[config.mk]
export PLATFORM = sky130hd
export DESIGN_NAME = rsu_unit
export DESIGN_NICKNAME = d
export VERILOG_FILES = /design/src/rtl/rsu_unit.v
export VERILOG_INCLUDE_DIRS = /design/src /design/src/rtl
export SDC_FILE = /design/constraint.sdc
export NUM_CORES = 1
export LEC_CHECK = 0
export ABC_CLOCK_PERIOD_IN_PS = 3200
export BUFFER_PORTS_ARGS = -buffer_cell sky130_fd_sc_hd__buf_2
export CORE_MARGIN = 2
export CORE_UTILIZATION = 37
export DETAILED_ROUTE_END_ITERATION = 10
export GPL_TIMING_DRIVEN = 0
export PLACE_DENSITY = 0.63
export REMOVE_ABC_BUFFERS = 1
export SLEW_MARGIN = 10
export SYNTH_ARGS = -nofsm -noshare
export SYNTH_HDL_FRONTEND = slang
export SYNTH_SLANG_ARGS = --single-unit
[constraint.sdc]
create_clock -name ref_clk -period 3.2 [get_ports ref_clk]
set_input_delay 0.16 -clock ref_clk [delete_from_list [all_inputs] [get_ports ref_clk]]
set_output_delay 0.16 -clock ref_clk [all_outputs]
set_load 0.01 [all_outputs]
[src/rtl/rsu_consts.vh]
// Constants for the rotate and shift unit
`ifndef RSU_CONSTS_VH
`define RSU_CONSTS_VH
// ----------------------------------------
// Prefix and operation byte encodings
// ----------------------------------------
`define RSU_PFX_CB        8'hCB
`define RSU_PFX_FIRST_IX  8'hDD
`define RSU_PFX_SECOND_IX 8'hFD
`define RSU_GRP_RRC       5'h01
`define RSU_GRP_RR        5'h03
`define RSU_GRP_SLA       5'h04
`define RSU_GRP_SRA       5'h05
`define RSU_OP_RR_MEM     8'h1E
`define RSU_OP_SRA_MEM    8'h2E
// ----------------------------------------
// Register field codes
// ----------------------------------------
`define RSU_R_B    3'h0
`define RSU_R_C    3'h1
`define RSU_R_D    3'h2
`define RSU_R_E    3'h3
`define RSU_R_H    3'h4
`define RSU_R_L    3'h5
`define RSU_R_MEM  3'h6
`define RSU_R_A    3'h7
// ----------------------------------------
// Flag bit positions in the flag byte
// ----------------------------------------
`define RSU_F_C  0
`define RSU_F_N  1
`define RSU_F_PV 2
`define RSU_F_H  4
`define RSU_F_Z  6
`define RSU_F_S  7
// ----------------------------------------
// Timing in clock states and machine cycles
// ----------------------------------------
`define RSU_T_REG  5'h08
`define RSU_T_PTR  5'h0F
`define RSU_T_IDX  5'h17
`define RSU_M_REG  3'h2
`define RSU_M_PTR  3'h4
`define RSU_M_IDX  3'h6
// States of a form that lie outside the counted wait
`define RSU_T_PIPE 5'h03
`endif

[src/rtl/rsu_unit.v]
// Rotate and shift unit: decode, timing, datapath and write back
//
// Functional notes
// - rotate circular right, bit0 to carry and bit7
// - rotate right through carry, carry into bit7
// - shift left, old bit7 into carry
// - shift right, bit7 kept, bit0 to carry
// - sign flag copies result bit 7
// - zero flag on zero result, H and N cleared
// - parity flag set on even ones count
// - register, pointer or two indexed operand forms
// - register field codes B..L, A=111, 110 memory
// - CB prefix; DD/FD CB disp op indexed
// - shift right pattern 00101 rrr, memory 2E
// - 8, 15 or 23 states per form
//
// The placing of the registers and the plain strobed port were decided locally.
`include "rsu_consts.vh"
module rsu_unit
(
  input  wire        ref_clk,
  input  wire        nrst,
  input  wire        state_en,
  input  wire        fetch_valid,
  input  wire [7:0]  fetch_byte,
  input  wire [7:0]  reg_rd_data,
  input  wire [7:0]  flags_in,
  input  wire [15:0] pointer_pair,
  input  wire [15:0] first_index_reg,
  input  wire [15:0] second_index_reg,
  input  wire [7:0]  mem_rd_data,
  output wire [2:0]  reg_sel,
  output reg         reg_wr,
  output reg  [7:0]  reg_wr_data,
  output reg         flags_wr,
  output reg  [7:0]  flags_out,
  output reg  [15:0] mem_addr,
  output reg         mem_rd,
  output reg         mem_wr,
  output reg  [7:0]  mem_wr_data,
  output wire        busy,
  output reg         done,
  output reg         illegal,
  output reg  [2:0]  m_cycles,
  output reg  [4:0]  t_states
);

// ----------------------------------------
// Interface timing
// ----------------------------------------
// reg_sel follows the captured op byte; the register file answers
// in the same cycle, since reg_rd_data is latched in OP
// mem_rd stands one cycle and mem_rd_data is taken at its end,
// so memory must answer combinationally; a registered memory
// would need an extra read state here
// reg_wr or mem_wr, flags_wr and done pulse together, once
// t_states holds the last form's figure until the next write back;
// m_cycles is reloaded in OP, even when the op then aborts
// illegal pulses once on an abort; the unit is idle again in the
// next cycle and takes a fresh prefix there
// Decode steps do not wait on state_en; only the wait does, so a
// slowed core stretches the tail of an instruction, not its head

// ----------------------------------------
// States
// ----------------------------------------
localparam ST_IDLE = 3'h0;
localparam ST_CB   = 3'h1;
localparam ST_IXCB = 3'h2;
localparam ST_DISP = 3'h3;
localparam ST_OP   = 3'h4;
localparam ST_READ = 3'h5;
localparam ST_WAIT = 3'h6;
localparam ST_EXEC = 3'h7;

// Flow, one clock per state once its byte is offered, unless noted:
//   IDLE  takes the bare prefix or an index prefix
//   IXCB  wants the second prefix, anything else aborts
//   DISP  keeps the displacement byte
//   CB    keeps the operation byte
//   OP    checks the op, latches a register or starts a read
//   READ  samples the memory byte under the read strobe
//   WAIT  spends state pulses until the form's count is met
//   EXEC  writes result and flags back, pulses done
// An abort returns to IDLE without any write back
// Bytes offered from OP to EXEC are dropped, so the decoder
// must hold the next instruction until done

reg  [2:0]  st_reg;
reg  [2:0]  st_next;
reg         idx_reg;
reg         which_ix_reg;
reg  [7:0]  disp_reg;
reg  [7:0]  op_reg;
reg  [7:0]  operand_reg;
reg  [4:0]  tcnt_reg;
reg  [4:0]  ttarget_reg;
reg  [15:0] addr_reg;

wire [2:0]  op_field = op_reg[2:0];
wire [4:0]  op_group = op_reg[7:3];
wire        op_mem   = (op_field == `RSU_R_MEM);
wire        carry_in = flags_in[`RSU_F_C];
wire        grp_ok   = (op_group == `RSU_GRP_RRC) ||
                       (op_group == `RSU_GRP_RR)  ||
                       (op_group == `RSU_GRP_SLA) ||
                       (op_group == `RSU_GRP_SRA);

// ----------------------------------------
// Datapath
// ----------------------------------------
reg  [7:0]  result;
reg         carry_out;
reg  [7:0]  flags_next;

// One shift or rotate per group; unknown groups never reach write back
always @*
begin
  result    = operand_reg;
  carry_out = carry_in;
  case (op_group)
    `RSU_GRP_RRC:
    begin
      result    = {operand_reg[0], operand_reg[7:1]};
      carry_out = operand_reg[0];
    end
    `RSU_GRP_RR:
    begin
      result    = {carry_in, operand_reg[7:1]};
      carry_out = operand_reg[0];
    end
    `RSU_GRP_SLA:
    begin
      result    = {operand_reg[6:0], 1'b0};
      carry_out = operand_reg[7];
    end
    `RSU_GRP_SRA:
    begin
      result    = {operand_reg[7], operand_reg[7:1]};
      carry_out = operand_reg[0];
    end
    default:
    begin
      result    = operand_reg;
      carry_out = carry_in;
    end
  endcase
end

// Flag byte; bits 3 and 5 pass through untouched
always @*
begin
  flags_next              = flags_in;
  flags_next[`RSU_F_S]    = result[7];
  flags_next[`RSU_F_Z]    = (result == 8'h00);
  flags_next[`RSU_F_H]    = 1'b0;
  flags_next[`RSU_F_N]    = 1'b0;
  flags_next[`RSU_F_PV]   = ~(^result);
  flags_next[`RSU_F_C]    = carry_out;
end

// ----------------------------------------
// State count
// ----------------------------------------
// The prefix state, the state that leaves the wait and the exec
// state lie outside the count, so the wait ends three states short
// and the whole instruction spans exactly the form's states
wire [4:0]  wait_limit = ttarget_reg - `RSU_T_PIPE;
wire        wait_over  = state_en && (tcnt_reg >= wait_limit);

// Cleared on each first byte, so every form counts from its own
// prefix; frozen between state pulses
always @(posedge ref_clk)
begin
  if (!nrst)
    tcnt_reg <= 5'h00;
  else if (st_reg == ST_IDLE)
  begin
    if (fetch_valid)
      tcnt_reg <= 5'h00;
  end
  else if (state_en)
    tcnt_reg <= tcnt_reg + 5'h01;
end

// ----------------------------------------
// Decode sequencer
// ----------------------------------------
// Register field comes straight from the op byte, so the file reads early
assign reg_sel = op_field;
assign busy    = (st_reg != ST_IDLE);

// Indexed address uses the sign-extended displacement
wire [15:0] idx_base = which_ix_reg ? second_index_reg : first_index_reg;
wire [15:0] idx_addr = idx_base + {{8{disp_reg[7]}}, disp_reg};

// Next state; prefix bytes gate which byte is expected next
always @*
begin
  st_next = st_reg;
  case (st_reg)
    ST_IDLE:
      if (fetch_valid && fetch_byte == `RSU_PFX_CB)
        st_next = ST_CB;
      else if (fetch_valid && (fetch_byte == `RSU_PFX_FIRST_IX ||
                               fetch_byte == `RSU_PFX_SECOND_IX))
        st_next = ST_IXCB;
    ST_CB:
      if (fetch_valid)
        st_next = ST_OP;
    ST_IXCB:
      if (fetch_valid)
        st_next = (fetch_byte == `RSU_PFX_CB) ? ST_DISP : ST_IDLE;
    ST_DISP:
      if (fetch_valid)
        st_next = ST_CB;
    // Bad group, or a register field on an indexed form, aborts
    ST_OP:
      if (!grp_ok || (idx_reg && !op_mem))
        st_next = ST_IDLE;
      else
        st_next = op_mem ? ST_READ : ST_WAIT;
    ST_READ:
      st_next = ST_WAIT;
    ST_WAIT:
      if (wait_over)
        st_next = ST_EXEC;
    ST_EXEC:
      st_next = ST_IDLE;
    default:
      st_next = ST_IDLE;
  endcase
end

// ----------------------------------------
// Sequencer registers and outputs
// ----------------------------------------
// State-count runs on the state enable so timing scales with the core
always @(posedge ref_clk)
begin
  if (!nrst)
  begin
    // Everything idle, every strobe quiet
    st_reg       <= ST_IDLE;
    idx_reg      <= 1'b0;
    which_ix_reg <= 1'b0;
    disp_reg     <= 8'h00;
    op_reg       <= 8'h00;
    operand_reg  <= 8'h00;
    ttarget_reg  <= 5'h00;
    addr_reg     <= 16'h0000;
    reg_wr       <= 1'b0;
    reg_wr_data  <= 8'h00;
    flags_wr     <= 1'b0;
    flags_out    <= 8'h00;
    mem_addr     <= 16'h0000;
    mem_rd       <= 1'b0;
    mem_wr       <= 1'b0;
    mem_wr_data  <= 8'h00;
    done         <= 1'b0;
    illegal      <= 1'b0;
    m_cycles     <= 3'h0;
    t_states     <= 5'h00;
  end
  else
  begin
    st_reg   <= st_next;
    // Strobes drop back low unless a state raises them
    reg_wr   <= 1'b0;
    flags_wr <= 1'b0;
    mem_rd   <= 1'b0;
    mem_wr   <= 1'b0;
    done     <= 1'b0;
    illegal  <= 1'b0;
    // Per-state captures and the write back
    case (st_reg)
      ST_IDLE:
        if (fetch_valid)
        begin
          idx_reg      <= (fetch_byte != `RSU_PFX_CB);
          which_ix_reg <= (fetch_byte == `RSU_PFX_SECOND_IX);
        end
      ST_IXCB:
        if (fetch_valid && fetch_byte != `RSU_PFX_CB)
          illegal <= 1'b1;
      ST_DISP:
        if (fetch_valid)
          disp_reg <= fetch_byte;
      ST_CB:
        if (fetch_valid)
          op_reg <= fetch_byte;
      ST_OP:
      begin
        if (!grp_ok || (idx_reg && !op_mem))
          illegal <= 1'b1;
        // Operand source and write target chosen once here
        addr_reg <= idx_reg ? idx_addr : pointer_pair;
        mem_addr <= idx_reg ? idx_addr : pointer_pair;
        mem_rd   <= op_mem;
        if (!op_mem)
          operand_reg <= reg_rd_data;
        if (idx_reg)
        begin
          ttarget_reg <= `RSU_T_IDX;
          m_cycles    <= `RSU_M_IDX;
        end
        else if (op_mem)
        begin
          ttarget_reg <= `RSU_T_PTR;
          m_cycles    <= `RSU_M_PTR;
        end
        else
        begin
          ttarget_reg <= `RSU_T_REG;
          m_cycles    <= `RSU_M_REG;
        end
      end
      // Memory answers while the read strobe stands
      ST_READ:
        operand_reg <= mem_rd_data;
      // Write back goes where the operand came from
      ST_EXEC:
      begin
        flags_wr  <= 1'b1;
        flags_out <= flags_next;
        done      <= 1'b1;
        t_states  <= ttarget_reg;
        if (op_mem)
        begin
          mem_addr    <= addr_reg;
          mem_wr      <= 1'b1;
          mem_wr_data <= result;
        end
        else
        begin
          reg_wr      <= 1'b1;
          reg_wr_data <= result;
        end
      end
      default:
        illegal <= 1'b0;
    endcase
  end
end

endmodule

* Yosys cells after proc, flatten, opt, wreduce, memory -nomap -nowiden *
Cells that the tools add are included.

storage, ports and cells
  register bits after elaboration = 106
  bits in latches = 0
  memory bits (writable) = 0
  ROM bits = 0
  input bits = 84
  output and inout bits = 58
  logic and storage cells = 112
  memories kept = 0

operators by class
  add/sub/neg operators = 3
  multiply operators = 0
  divide/modulo/power cells = 0
  magnitude comparators = 1
  eq/ne operators = 24
  shift-type cells = 0
  multiplexer cells = 31
  bitwise operators = 2
  reduce and logical (&&, ||, !) cells = 31

operators with widths
  kind                                                                   count
  16-bit 2-to-1 mux                                                      3
  16-bit case mux with 2 select lines                                    1
  8-bit case mux with 4 select lines                                     1
  3-bit 2-to-1 mux                                                       10
  8-bit equality test, second input constant                             3
  3-bit case mux with 8 select lines                                     1
  5-bit 2-to-1 mux                                                       4
  2-bit AND reduction                                                    10
  16-bit adder                                                           1
  8-bit case mux with 2 select lines                                     1
  3-bit equality test, second input constant                             5
  2-bit != test, second input constant                                   7
  5-bit by 3-bit equality test with 1-bit output, second input constant  2
  8-bit logical NOT                                                      1
  8-bit 2-to-1 mux                                                       1
  8-bit != test, second input constant                                   1
  8-bit XOR reduction                                                    1
  3-bit by 2-bit equality test with 1-bit output, second input constant  2
  2-bit nonzero test                                                     3
  5-bit by 1-bit adder with 5-bit output, second input constant          1
  5-bit by 1-bit equality test with 1-bit output, second input constant  1
  5-bit by 2-bit equality test with 1-bit output, second input constant  1
  5-bit >= comparator                                                    1
  1-bit logical AND                                                      5
  13 further kinds                                                       25

* Longest topological paths before layout *
  depth after elaboration = 8
  gate-level depth with buffers = 11
  mapped depth without buffers = 10

* Least setup slack after synthesis *
No wires, ideal clock.

  kind = reg-to-reg
  from = register which_ix_reg
  to = register addr_reg[14]
  setup time = 120 ps
  data arrival time = 2,717 ps
  data required time = 3,080 ps
  slack = 364 ps
  cell stages (with the launch flop) = 11
  path buffers = 2
  period minus slack after synthesis = 2,836 ps
  path through = dfxtp_1 -> clkbuf_1 -> clkbuf_1 -> mux2_2 -> ha_1 -> a21o_1 -> a31oi_1 -> o21bai_1 -> a22oi_1 -> nor4_1 -> a211o_1

between the ends
  cells in the longest elaborated chain, start to end = 3

RTL lines
  what                      RTL line        RTL
  start: declaration        rsu_unit.v:92   reg which_ix_reg;
  start signal: assignment  rsu_unit.v:281  which_ix_reg <= (fetch_byte == `RSU_PFX_SECOND_IX);
  16-bit 2-to-1 mux         rsu_unit.v:194  wire [15:0] idx_base = which_ix_reg ? second_index_reg : first_index_reg;
  16-bit adder              rsu_unit.v:195  wire [15:0] idx_addr = idx_base + {{8{disp_reg[7]}}, disp_reg};
  16-bit 2-to-1 mux         rsu_unit.v:297  addr_reg <= idx_reg ? idx_addr : pointer_pair;
  end signal: assignment    rsu_unit.v:297
  end: declaration          rsu_unit.v:98   reg [15:0] addr_reg;

Every way passes these cells.
A chain may end at the register's enable or synchronous reset.

* Final worst setup path *
  from = register which_ix_reg
  to = register mem_addr[6]

between the ends
  cells in the longest elaborated chain, start to end = 4

RTL lines
  what                                 RTL line        RTL
  16-bit 2-to-1 mux                    rsu_unit.v:194
  16-bit adder                         rsu_unit.v:195
  16-bit 2-to-1 mux                    rsu_unit.v:298  mem_addr <= idx_reg ? idx_addr : pointer_pair;
  16-bit case mux with 2 select lines  rsu_unit.v:276  case (st_reg)
  end signal: assignment               rsu_unit.v:298
  end signal: assignment               rsu_unit.v:330  mem_addr <= addr_reg;
  end: declaration                     rsu_unit.v:37   output reg [15:0] mem_addr,

Every way passes these cells.

==> results.txt <==
The post-CTS clock slew at the launch and capture registers of the worst setup and hold paths came out at 70 ps. The number of buffers inserted for hold repair after clock tree synthesis is 0. STA classifies the critical path startpoint as a flop.

The peak ir drop on the vdd network came out at 0.248 mV. Once the clock tree was built, the setup fixing pass inserted 0 buffers. The global routing usage summed across all routing layers came out at 19.0%. The number of failing hold endpoints at the final stage is 0. Of all flip-flops after synthesis, the portion carrying an async set or reset was 0%.

The cell count after synthesis is 672. The number of buffers between clock root and the deepest sink came out at 2. The total negative slack for setup checks came out at 0 ps. The die covers 15900 um^2. The total setup violations reported at the end of the flow came out at 0. The period utilization came out at 91.3%. The worst endpoint required time is 3410 ps. The routed length per placed instance came out at 15.7 um.

The run finished with clean final reports. The cell count of the worst reg-to-reg path came out at 10. TritonCTS created 9 clock buffers. By instance count, the leading cell after synthesis is sky130_fd_sc_hd__dfxtp_1. The critical path is of the reg2reg type.

The setup slack after layout is 279 ps. The number of fillers in the final layout is 1463. The count of buffers added on input and output ports is 133. The final critical delay including setup and external delays came out at 2920 ps. The depth of the CTS H-tree came out at 3. Synthesis inferred 100 register bits.

The routed layout has 5234 vias. The area share of the largest cell type after synthesis is 36.2%. The final layout contains routed wiring with a total length of 15100 um. The largest clock skew in the final design came out at 9.01 ps. The floorplan core area is 14600 um^2.

The number of max-slew violations in the final report came out at 0. In this run the worst path has a maximum fanout of 17. The effective utilization at floorplan came out at 37.9%.

The number of enable flip-flop cells after synthesis is 0. Summed over all cells, the static leakage comes to 0.00270 uW. The insertion delay to the later sink of the worst-skew pair is 350 ps.

The power per unit of standard cell area came out at 389 nW/um^2. The via count of the first global-routing pass came out at 4675. The synthesized netlist occupies a cell area of 5530 um^2. The count of cells along the worst hold path came out at 3. The average instance in the mapped netlist occupies 8.23 um^2. After synthesis, the netlist uses 71 different library cells. The overall overflow remaining after global route is 0. The number of antenna violations at the first check in global routing came out at 0. STA classifies the critical path endpoint as a flop.

At the pin with the least slew margin, the transition time is 1100 ps. The weighted congestion reported at the end of routability-driven placement came out at 0.874. The die span in y is 126 um. Clock tree synthesis selected as its root buffer the cell sky130_fd_sc_hd__clkbuf_16. The clock tree from TritonCTS is yes. After synthesis, the most frequently instantiated cells are sky130_fd_sc_hd__dfxtp_1, sky130_fd_sc_hd__nor2_1, sky130_fd_sc_hd__nand2_1.

The flip-flop and latch area came out at 2010 um^2. Yosys printed 0 warnings. The most used flip-flop cell after synthesis is sky130_fd_sc_hd__dfxtp_1.

Total power for the finished layout comes to 2560 uW. The wire length of the first global-routing pass is 24500 um. Ranked by total cell area, the synthesized netlist is headed by sky130_fd_sc_hd__dfxtp_1, sky130_fd_sc_hd__a21oi_1, sky130_fd_sc_hd__ha_1, sky130_fd_sc_hd__nor2_1, sky130_fd_sc_hd__a211oi_1. The worst-case headroom to the max-slew limit is 26.8%. The site row count is 44. The cell taking the most area after synthesis is sky130_fd_sc_hd__dfxtp_1. The post-detailed-placement half-perimeter wirelength came out at 11000 um. Setup repair after global routing left no endpoint under its margin. The average vias per placed instance came out at 5.45.

The part of the Yosys area used for sequential elements is 36.2%. Data on the critical path arrives at its endpoint at 3140 ps. Before CTS, the worst setup slack after placement is -148 ps. The number of maximum-capacitance violations is 0.

Based on the critical path, the design can be clocked at up to 342 MHz. The count of nets left with antenna violations once routing finished came out at 0. The final net count came out at 882. The utilization of the core after routing came out at 45.1%. In this run the count of I/O pins placed on the die edge is 142. The post-route netlist has 24.2% of its cells at a drive strength greater than 1. The signed area change from the synthesized netlist to the final layout is 18.9%. The maximum number of pins on one net before global-route repair came out at 45. The number of sinks on the clock net is 100. The tightest min-delay check is of the in2reg type. The DRC marker count from the first detailed-route iteration came out at 356. The area of the multi-input gates came out at 3240 um^2.

The detailed-routing iteration count for the pre-antenna-repair pass is 5. The repair_antennas step left the layout with diodes totalling 0. The die boundary width is 126 um. The DRC violation count after routing came out at 0.
## worst paths after layout
| path | startpoint | to | slack (ps) |
|---|---|---|---|
| worst min-delay path | flags_in[5] | flags_out[5]$_SDFFE_PN0P_ | 40 |
| worst max register to register | which_ix_reg$_SDFFE_PN0P_ | mem_addr[6]$_SDFFE_PN0P_ | 280 |
| worst min register to register | mem_addr[6]$_SDFFE_PN0P_ | mem_addr[6]$_SDFFE_PN0P_ | 450 |
| worst max-delay path | which_ix_reg$_SDFFE_PN0P_ | mem_addr[6]$_SDFFE_PN0P_ | 280 |
## repair_timing
action | CTS | global route
resized for setup | 1 | 1
pin swaps | 0 | 0
endpoints found under the setup margin | 3 | 3
## critical path: stages, from the launching register on
cell	delay (ps)
sky130_fd_sc_hd__dfxtp_4	500
sky130_fd_sc_hd__mux2_2	220
sky130_fd_sc_hd__ha_1	200
sky130_fd_sc_hd__inv_1	70
sky130_fd_sc_hd__fa_1	370
sky130_fd_sc_hd__nor2b_1	180
sky130_fd_sc_hd__o2111ai_1	200
sky130_fd_sc_hd__and3_1	230
sky130_fd_sc_hd__a221oi_1	540
sky130_fd_sc_hd__a211o_1	220
sky130_fd_sc_hd__a21oi_1	60
## where the power goes
| part | switching, uW | total (uW) | internal, uW |
|---|---|---|---|
| clock network | 507 | 1120 | 612 |
| registers | 9.96 | 1250 | 1240 |
| logic | 109 | 188 | 79.0 |
| total | 626 | 2560 | 1930 |
## cells by family (layout without fill, tap and decap cells)
family,count (synthesis),in the layout,synth area share (%)
simple gates,235,235,20.2
buf+inv,65,168,5.61
compound gates,202,202,24.1
mux,33,33,6.31
xor+xnor,11,11,1.74
other cells,1,3,0.0678
flops,100,100,36.2
fa+ha+maj,25,25,5.79
## routing by layer
layer  vias up  track usage, %  share of wire (%)  wire length (um)
li1       2656               -                  -                 -
met1      2426            28.4                 51              7690
met2       138            28.0                 43              6540
met3        14            3.06                4.5               685
met4         0            5.82                1.4               209
met5         -               0                  0                 0
## area by class of cell
type	instances	area share, %
inverter	16	0.932
tap	184	3.50
clock inverter	6	1.12
multi-input combinational	509	49.3
clock buffer	9	3.42
timing repair buffer	137	11.2
sequential	100	30.5
## through the flow
stage,hold WS [ps],cell area [um^2],instances
after floorplan,294,5290,625
after global placement,405,6190,942
after detailed placement,409,6280,946
after CTS,28.2,6580,961
after global routing,37.6,6580,961
final,39.3,6580,961
## cell usage in the layout, fill, tap and decap left out, drive strengths merged, types with 4 or more instances in the layout
| cell | synthesis | routed |
|---|---|---|
| a211oi | 37 | 37 |
| a21o | 6 | 6 |
| a21oi | 65 | 65 |
| a22o | 6 | 6 |
| a22oi | 4 | 4 |
| a311oi | 10 | 10 |
| a31oi | 8 | 8 |
| and3 | 5 | 5 |
| buf | 27 | 137 |
| clkbuf | 22 | 9 |
| dfxtp | 100 | 100 |
| ha | 24 | 24 |
| inv | 15 | 17 |
| mux2 | 15 | 15 |
| mux2i | 18 | 18 |
| nand2 | 70 | 70 |
| nand3 | 22 | 22 |
| nand4 | 12 | 12 |
| nor2 | 82 | 82 |
| nor3 | 16 | 16 |
| o211ai | 4 | 4 |
| o21ai | 30 | 30 |
| o22ai | 4 | 4 |
| or3 | 5 | 5 |
| xnor2 | 9 | 9 |
Note: power is estimated with default switching activity, not from simulation.
